## src/shared/prc_pkg.sv

```systemverilog
package prc_pkg;
  // ----------------------------------------------------------------
  // register offsets (register index on the plain port)
  // ----------------------------------------------------------------
  localparam logic [7:0] ADDR_RGMII_CTL = 8'h32;
  localparam logic [7:0] ADDR_RGMII_CTL2 = 8'h33;
  localparam logic [7:0] ADDR_FE_CFG = 8'h34;
  localparam logic [7:0] ADDR_VITERBI_CFG = 8'h53;
  localparam logic [7:0] ADDR_SKEW_STS = 8'h55;
  // ----------------------------------------------------------------
  // field positions
  // ----------------------------------------------------------------
  localparam int RGC_EN_BIT = 7;
  localparam int RGC_RXTHR_LSB = 5;
  localparam int RGC_TXTHR_LSB = 3;
  localparam int RGC_TXDLY_BIT = 1;
  localparam int RGC_RXDLY_BIT = 0;
  localparam int RGC2_BYPASS_BIT = 4;
  localparam int FE_TMODIS_BIT = 11;
  localparam int FE_RECOV_LSB = 7;
  localparam int FE_FORCE_BIT = 6;
  localparam int FE_TERN_BIT = 5;
  localparam int FE_GAP_BIT = 4;
  localparam int FE_DECBYP_BIT = 3;
  localparam int FE_SCRDIS_BIT = 2;
  localparam int FE_ODD_BIT = 1;
  localparam int FE_EARLY_BIT = 0;
  localparam int SKEW_B_LSB = 4;
  localparam int SKEW_A_LSB = 0;
  // ----------------------------------------------------------------
  // reset values
  // ----------------------------------------------------------------
  localparam logic RST_RGC_EN_FIXED = 1'h1;
  localparam logic [1:0] RST_FIFO_THR = 2'h2;
  localparam logic RST_CLK_DELAY = 1'h1;
  localparam logic RST_BYPASS = 1'h0;
  localparam logic [3:0] RST_RECOV_TIME = 4'hF;
  localparam logic RST_TERN = 1'h1;
  localparam logic [3:0] RST_IDLE_LIMIT = 4'h5;
  localparam logic [15:0] VITERBI_RSVD = 16'h2050;
  // ----------------------------------------------------------------
  // timing
  // ----------------------------------------------------------------
  localparam int CLK_HZ = 40000000;
  localparam int TIMEOUT_US = 1500;
  localparam int TIMEOUT_CYC = TIMEOUT_US * (CLK_HZ / 1000000);
  localparam int MS_CYC = CLK_HZ / 1000;
endpackage

```

## src/core/prc_regs.sv

```systemverilog
// Strobed register access was chosen for this implementation.
`timescale 1ns/100ps
module prc_regs
  import prc_pkg::*;
#(
  parameter bit STRAPPED_VARIANT = 1'b0,
  parameter int TIMEOUT_CYCLES = TIMEOUT_CYC,
  parameter int MS_CYCLES = MS_CYC
) (
  // clock and reset
  input wire logic clk,
  input wire logic rst,
  input wire logic clkEn,
  // register port
  input wire logic [7:0] regAddr,
  input wire logic [15:0] regWdata,
  input wire logic regWr,
  input wire logic regRd,
  output logic [15:0] regRdata,
  // strap and receive-path status pins
  input wire logic strapEnablePin,
  input wire logic rxPacketActive,
  input wire logic descramblerLocked,
  input wire logic linkQualified,
  input wire logic [3:0] channelASkew,
  input wire logic [3:0] channelBSkew,
  // controls to the datapaths
  output logic interfaceEnable,
  output logic [1:0] rxFifoMidlevelThreshold,
  output logic [1:0] txFifoMidlevelThreshold,
  output logic txClockShift,
  output logic rxClockShift,
  output logic asyncFifoBypass,
  output logic enhancedTernaryDetect,
  output logic enhancedGapDetect,
  output logic rxBlockDecoderBypass,
  output logic scramblerDisable,
  output logic oddNibbleDetect,
  output logic earlyReceiveValid,
  output logic [3:0] viterbiIdleCountLimit,
  output logic linkGood100,
  output logic rxAbort
);

  initial begin
    if (TIMEOUT_CYCLES < 1 || MS_CYCLES < 1) begin
      $error("prc_regs: cycle counts must be at least one");
    end
  end

  // ----------------------------------------------------------------
  // pin synchronisers
  // ----------------------------------------------------------------
  // three stages; a change counts once stages two and three agree
  logic [5:0] syncA;
  logic [5:0] syncB;
  logic [5:0] syncC;
  logic [5:0] pinsClean;
  logic [3:0] skewA;
  logic [3:0] skewB;
  logic [3:0] skewA1;
  logic [3:0] skewA2;
  logic [3:0] skewB1;
  logic [3:0] skewB2;
  wire [5:0] pinsRaw = {strapEnablePin, rxPacketActive, descramblerLocked,
    linkQualified, 2'h0};
  wire [5:0] pinsAgree = ~(syncB ^ syncC);
  wire [5:0] next_pinsClean = (pinsAgree & syncC) | (~pinsAgree & pinsClean);
  wire skewAAgree = (skewA2 == skewA1);
  wire skewBAgree = (skewB2 == skewB1);

  always_ff @(posedge clk or posedge rst) begin
    if (rst) begin
      syncA <= 6'h00;
      syncB <= 6'h00;
      syncC <= 6'h00;
      pinsClean <= 6'h00;
    end else if (clkEn) begin
      syncA <= pinsRaw;
      syncB <= syncA;
      syncC <= syncB;
      pinsClean <= next_pinsClean;
    end
  end

  always_ff @(posedge clk or posedge rst) begin
    if (rst) begin
      skewA <= 4'h0;
      skewA1 <= 4'h0;
      skewA2 <= 4'h0;
      skewB <= 4'h0;
      skewB1 <= 4'h0;
      skewB2 <= 4'h0;
    end else if (clkEn) begin
      skewA <= channelASkew;
      skewA1 <= skewA;
      skewA2 <= skewA1;
      skewB <= channelBSkew;
      skewB1 <= skewB;
      skewB2 <= skewB1;
    end
  end

  wire strapLevel = pinsClean[5];
  wire pktActive = pinsClean[4];
  wire descLocked = pinsClean[3];
  wire linkOk = pinsClean[2];

  // ----------------------------------------------------------------
  // address decode
  // ----------------------------------------------------------------
  wire hitCtl = (regAddr == ADDR_RGMII_CTL);
  wire hitCtl2 = (regAddr == ADDR_RGMII_CTL2);
  wire hitFe = (regAddr == ADDR_FE_CFG);
  wire hitVit = (regAddr == ADDR_VITERBI_CFG);
  wire hitSkew = (regAddr == ADDR_SKEW_STS);
  wire wrCtl = regWr & hitCtl;
  wire wrCtl2 = regWr & hitCtl2;
  wire wrFe = regWr & hitFe;
  wire wrVit = regWr & hitVit;

  // ----------------------------------------------------------------
  // writable fields
  // ----------------------------------------------------------------
  logic strapTaken;
  logic [3:0] recoveryTime;
  logic timerDisable;
  logic forceLinkGood;

  // strapped variant latches strapLevel once, in the first enabled cycle after reset, while the synchronisers still hold zero
  always_ff @(posedge clk or posedge rst) begin
    if (rst) begin
      interfaceEnable <= RST_RGC_EN_FIXED;
      strapTaken <= 1'b0;
    end else if (clkEn) begin
      if (wrCtl) begin
        interfaceEnable <= regWdata[RGC_EN_BIT];
        strapTaken <= 1'b1;
      end else if (STRAPPED_VARIANT && !strapTaken) begin
        interfaceEnable <= strapLevel;
        strapTaken <= 1'b1;
      end
    end
  end

  // only defined bits are stored; the rest are never held
  always_ff @(posedge clk or posedge rst) begin
    if (rst) begin
      rxFifoMidlevelThreshold <= RST_FIFO_THR;
      txFifoMidlevelThreshold <= RST_FIFO_THR;
      txClockShift <= RST_CLK_DELAY;
      rxClockShift <= RST_CLK_DELAY;
    end else if (clkEn && wrCtl) begin
      rxFifoMidlevelThreshold <= regWdata[RGC_RXTHR_LSB +: 2];
      txFifoMidlevelThreshold <= regWdata[RGC_TXTHR_LSB +: 2];
      txClockShift <= regWdata[RGC_TXDLY_BIT];
      rxClockShift <= regWdata[RGC_RXDLY_BIT];
    end
  end

  always_ff @(posedge clk or posedge rst) begin
    if (rst) begin
      asyncFifoBypass <= RST_BYPASS;
    end else if (clkEn && wrCtl2) begin
      asyncFifoBypass <= regWdata[RGC2_BYPASS_BIT];
    end
  end

  always_ff @(posedge clk or posedge rst) begin
    if (rst) begin
      timerDisable <= 1'b0;
      recoveryTime <= RST_RECOV_TIME;
      forceLinkGood <= 1'b0;
      enhancedTernaryDetect <= RST_TERN;
      enhancedGapDetect <= 1'b0;
      rxBlockDecoderBypass <= 1'b0;
      scramblerDisable <= 1'b0;
      oddNibbleDetect <= 1'b0;
      earlyReceiveValid <= 1'b0;
    end else if (clkEn && wrFe) begin
      timerDisable <= regWdata[FE_TMODIS_BIT];
      recoveryTime <= regWdata[FE_RECOV_LSB +: 4];
      forceLinkGood <= regWdata[FE_FORCE_BIT];
      enhancedTernaryDetect <= regWdata[FE_TERN_BIT];
      enhancedGapDetect <= regWdata[FE_GAP_BIT];
      rxBlockDecoderBypass <= regWdata[FE_DECBYP_BIT];
      scramblerDisable <= regWdata[FE_SCRDIS_BIT];
      oddNibbleDetect <= regWdata[FE_ODD_BIT];
      earlyReceiveValid <= regWdata[FE_EARLY_BIT];
    end
  end

  always_ff @(posedge clk or posedge rst) begin
    if (rst) begin
      viterbiIdleCountLimit <= RST_IDLE_LIMIT;
    end else if (clkEn && wrVit) begin
      viterbiIdleCountLimit <= regWdata[3:0];
    end
  end

  // ----------------------------------------------------------------
  // descrambler timeout and recovery
  // ----------------------------------------------------------------
  // a packet running past the limit is cut; after an unlock the
  // link stays unqualified for the programmed number of ms
  logic [31:0] pktCount;
  logic [31:0] msCount;
  logic [3:0] recovLeft;
  logic descLockedD;
  wire pktOver = (pktCount >= 32'(TIMEOUT_CYCLES));
  wire unlockEdge = descLockedD & ~descLocked;
  wire msTick = (msCount >= 32'(MS_CYCLES - 1));
  wire recovering = (recovLeft != 4'h0);
  wire next_rxAbort = pktActive & pktOver & ~timerDisable;
  wire next_linkGood = forceLinkGood | (linkOk & ~recovering);

  always_ff @(posedge clk or posedge rst) begin
    if (rst) begin
      pktCount <= 32'h0;
    end else if (clkEn) begin
      if (!pktActive) begin
        pktCount <= 32'h0;
      end else if (!pktOver) begin
        pktCount <= pktCount + 32'h1;
      end
    end
  end

  always_ff @(posedge clk or posedge rst) begin
    if (rst) begin
      descLockedD <= 1'b0;
      msCount <= 32'h0;
      recovLeft <= 4'h0;
    end else if (clkEn) begin
      descLockedD <= descLocked;
      if (unlockEdge) begin
        recovLeft <= recoveryTime;
        msCount <= 32'h0;
      end else if (recovering) begin
        msCount <= msTick ? 32'h0 : msCount + 32'h1;
        if (msTick) begin
          recovLeft <= recovLeft - 4'h1;
        end
      end
    end
  end

  always_ff @(posedge clk or posedge rst) begin
    if (rst) begin
      rxAbort <= 1'b0;
      linkGood100 <= 1'b0;
    end else if (clkEn) begin
      rxAbort <= next_rxAbort;
      linkGood100 <= next_linkGood;
    end
  end

  // ----------------------------------------------------------------
  // read path
  // ----------------------------------------------------------------
  // thresholds read back as written even while bypass hides them
  wire [15:0] rdCtl = {8'h00, interfaceEnable, rxFifoMidlevelThreshold,
    txFifoMidlevelThreshold, 1'b0, txClockShift, rxClockShift};
  wire [15:0] rdCtl2 = {11'h000, asyncFifoBypass, 4'h0};
  wire [15:0] rdFe = {4'h0, timerDisable, recoveryTime, forceLinkGood,
    enhancedTernaryDetect, enhancedGapDetect, rxBlockDecoderBypass,
    scramblerDisable, oddNibbleDetect, earlyReceiveValid};
  wire [15:0] rdVit = VITERBI_RSVD | {12'h000, viterbiIdleCountLimit};
  wire [15:0] rdSkew = {8'h00, skewBHeld, skewAHeld};
  wire [15:0] next_regRdata = hitCtl ? rdCtl : hitCtl2 ? rdCtl2 :
    hitFe ? rdFe : hitVit ? rdVit : hitSkew ? rdSkew : 16'h0000;

  logic [3:0] skewAHeld;
  logic [3:0] skewBHeld;

  always_ff @(posedge clk or posedge rst) begin
    if (rst) begin
      skewAHeld <= 4'h0;
      skewBHeld <= 4'h0;
    end else if (clkEn) begin
      if (skewAAgree) begin
        skewAHeld <= skewA2;
      end
      if (skewBAgree) begin
        skewBHeld <= skewB2;
      end
    end
  end

  always_ff @(posedge clk or posedge rst) begin
    if (rst) begin
      regRdata <= 16'h0000;
    end else if (clkEn) begin
      regRdata <= regRd ? next_regRdata : 16'h0000;
    end
  end

  // ----------------------------------------------------------------
  // fifo threshold masking under bypass
  // ----------------------------------------------------------------
  // the datapath must ignore thresholds while asyncFifoBypass is high;
  // the threshold outputs stay as programmed so software sees no loss
  // consumers gate rx/txFifoMidlevelThreshold with asyncFifoBypass

endmodule

```

## config.mk

```make
export PLATFORM = sky130hd
export DESIGN_NAME = prc_regs
export DESIGN_NICKNAME = d
export VERILOG_FILES = /design/src/shared/prc_pkg.sv /design/src/core/prc_regs.sv
export SDC_FILE = /design/constraint.sdc
export NUM_CORES = 1
export LEC_CHECK = 0
export ABC_AREA = 0
export BUFFER_PORTS_ARGS = -buffer_cell sky130_fd_sc_hd__clkbuf_2
export CAP_MARGIN = 40
export CELL_PAD_IN_SITES_DETAIL_PLACEMENT = 0
export CELL_PAD_IN_SITES_GLOBAL_PLACEMENT = 1
export CORE_MARGIN = 5
export CORE_UTILIZATION = 50
export CTS_CLUSTER_SIZE = 24
export DETAILED_ROUTE_END_ITERATION = 10
export PLACE_DENSITY_LB_ADDON = 0.1
export RECOVER_POWER = 100
export SLEW_MARGIN = 40
export SYNTH_ARGS = -nofsm -noshare
export SYNTH_HDL_FRONTEND = slang
export SYNTH_SLANG_ARGS = --single-unit
```

## constraint.sdc

```tcl
create_clock -name clk -period 10.9 [get_ports clk]
set_clock_uncertainty 0.2 [all_clocks]
set_input_delay 2.18 -clock clk [delete_from_list [all_inputs] [get_ports clk]]
set_output_delay 2.18 -clock clk [all_outputs]
set_load 0.005 [all_outputs]
```

==> impl_metrics.csv <==
group,metric,value,unit
place,port_buffers,68,
worst_hold_path,hold_end,"skewB1[3]",
clock_network,cts_setup_buffers,0,
timing,tns,0,ps
drt,vias,5081,
setup_path,cp.arrival,7190,ps
setup_path,r2r_cells,7,
synth,synth.distinct_cells,69,
place,post-place-ws,6154,ps
clock_network,cts_sinks,152,
timing,hold_violations,0,
timing,period_needed,7035,ps
synth,synth.avg_cell_area,11.19,µm²
die,initial_core_util,0.5113,
timing,timing.fmax,142.1,MHz
finish,diodes,0,
synth,synth_area,7097,µm²
timing,fin_crit_sh,0.6454,
setup_path,r2r_slack,8030,ps
drt,ant_nets,0,
synth,synth_top_flop_cell,"dfrtp_1",
worst_hold_path,min_path_cells,2,
worst_hold_path,hp-class,"reg -> reg",
clock_network,cts-resized-gates,0,
global_routing,first_global_vias,5213,
die,io_pins,77,
drt,drt-pass1-iter-count,4,
drt,post_drt_via_cell_ratio,5.703,
power,ir_worst_vdd,141.8,µV
run_status,violations,"capacitance limit, slew limit",
timing,hold_ws,280.9,ps
clock_network,clk_pin_slew,60,ps
drt,wl_met1,6.685,mm
clock_network,cts-root-buf,"clkbuf_16",
worst_hold_path,holdCritStartpoint,"skewB[3]",
timing,setup_ws,3865,ps
clock_network,clk_latency,430,ps
die,dieHeight,129.1,µm
finish,fin_area,8079,µm²
power,powerDensity,195.4,nW/µm²
clock_network,cts_htree_levels,4,
finish,num-fill-cells,1193,
finish,seqCellArea,3819,µm²
finish,area_growth_syn_to_layout,13.84,%
drt,wl_met3,611,µm
power,p_leak,3.605,nW
global_routing,grt_max_degree,90,
synth,ys_seq_area_frac,0.5381,
setup_path,required,11050,ps
timing,tightest_slew,2968,ps
synth,synth_seq_cells,152,
timing,rsz0062_at_grt,"false",
place,hpwl,10.06,mm
synth,yosys_warnings,0,
global_routing,grt_pass1_wl,25.25,mm
clock_network,cts_hold_buf,0,
setup_path,worstSetupEndpointType,"register",
global_routing,grt_overflow,0,
place,place_inst,857,
setup_path,rr_startpoint,"msCount[0]",
die,core-area,13880,µm²
synth,synth_edf_count,0,
drt,wl,15.04,mm
finish,multi_input_area,2922,µm²
global_routing,antenna_found_initial,0,
setup_path,cp-startpoint,"clkEn",
drt,dr_wl_met2,7.579,mm
place,place_area,7540,µm²
finish,fin_cells,891,
synth,synth_cells,634,
die,dieArea,16680,µm²
flow_run,drv_cap,3,
drt,top_layer,"met4",
place,routabilityCongestion,0.7983,
finish,finalNetCount,744,
finish,top_regs,"msCount x32, pktCount x32, regRdata x13",
synth,async_reset_ff_frac,1.000,
clock_network,clock_path_buffers,2,
global_routing,track_usage,0.1901,
drt,drc_errors,0,
setup_path,r2r_end,"msCount[24]",
setup_path,critPathKind,"in -> reg",
drt,wire_per_inst,16.88,µm
die,die_w,129.1,µm
run_status,status,"finished, violations left",
setup_path,path_max_fanout,70,
timing,final-setup-viol-count,0,
clock_network,cts_tree,"built",
drt,drt_iter0_markers,317,
timing,maxSlewViolCount,186,
clock_network,cts_made_buffers,17,
die,rows,43,
finish,drive_above_1_share,0.2110,
timing,relSlewSlack,-0.9787,
setup_path,critPathLaunchType,"input pin",
[worst max-delay path by stage]
stage	to	slack (ps)	depth (start not counted)
6_report	msCount[31]	3860	7
2_1_floorplan	async pin	4450	1
4_1_cts	msCount[24]	6570	7
5_1_grt	msCount[15]	3340	7
3_5_place_dp	msCount[22]	6150	7
3_3_place_gp	msCount[28]	6190	7
[metrics by stage]
stage	total power, W	util
floorplan	0.0008881	-
global placement	0.0009457	0.5429
detailed placement	0.0009579	0.5432
CTS	0.001598	0.5890
global route	0.001659	0.5820
finish	0.001578	0.5820
[layer usage]
metal / track usage / vias to the layer above
li1: - / 2422
met1: 0.2365 / 2539
met2: 0.3220 / 104
met3: 0.05194 / 16
met4: 0.06300 / 0
met5: 0 / -
[cells in the mapped netlist, drive strengths merged (5+ instances only)]
cell / number / area share
dfrtp: 140 / 0.49
mux2: 56 / 0.089
nor2: 43 / 0.023
nand2: 42 / 0.022
o21ai: 39 / 0.028
a21oi: 35 / 0.026
inv: 31 / 0.016
nand3: 21 / 0.016
a31oi: 20 / 0.018
nor4: 18 / 0.029
and2: 17 / 0.015
buf: 15 / 0.015
clkbuf: 15 / 0.0079
xnor2: 14 / 0.017
dfstp: 12 / 0.044
nor3: 10 / 0.0092
nor2b: 8 / 0.0071
a41oi: 7 / 0.0086
nand4: 7 / 0.0062
and3: 6 / 0.0053
ha: 5 / 0.0088
nand2b: 5 / 0.0044
o2bb2ai: 5 / 0.0062
[critical path, cell delays in order]
cell and delay (ps):
clkbuf_2 70, clkbuf_1 2090, inv_1 1180, a211o_1 780, nor3_1 560, a31oi_1 180
nor2_1 110
[cell usage in the layout, fill, tap and decap left out, drive strengths merged, types with 10 or more instances in the layout]
cell type / instances
xnor2: 14
and2: 17
a31oi: 20
dfrtp: 140
clkbuf: 89
nand3: 21
mux2: 56
nor4: 18
inv: 37
nand2: 42
a21oi: 35
nor2: 43
o21ai: 39
dfstp: 12
nor3: 10
[power breakdown]
group / switching, W / leakage (nW) / internal (W)
clock network: 0.000246 / 0.313 / 0.000390
registers: 0.0000687 / 1.96 / 0.000635
logic: 0.000139 / 1.33 / 0.000101
[area by class of cell]
| cell class | count | area share |
|---|---|---|
| Tap cell | 180 | 0.02788 |
| Multi-Input combinational cell | 423 | 0.3616 |
| Clock buffer | 18 | 0.05312 |
| Clock inverter | 14 | 0.02555 |
| Sequential cell | 152 | 0.4727 |
| Inverter | 31 | 0.01456 |
| Timing Repair Buffer | 73 | 0.04460 |
[cells by family (layout without fill, tap and decap cells)]
family,count (synthesis),count (layout),share of synthesized area
flops,152,152,0.5381
fa+ha+maj,5,5,0.008815
mux,58,58,0.09168
xor+xnor,16,16,0.01975
simple gates,197,197,0.1657
buf+inv,61,136,0.03914
other cells,1,3,0.0005284
compound gates,144,144,0.1363
No activity file was read; power rests on OpenSTA's default activity.
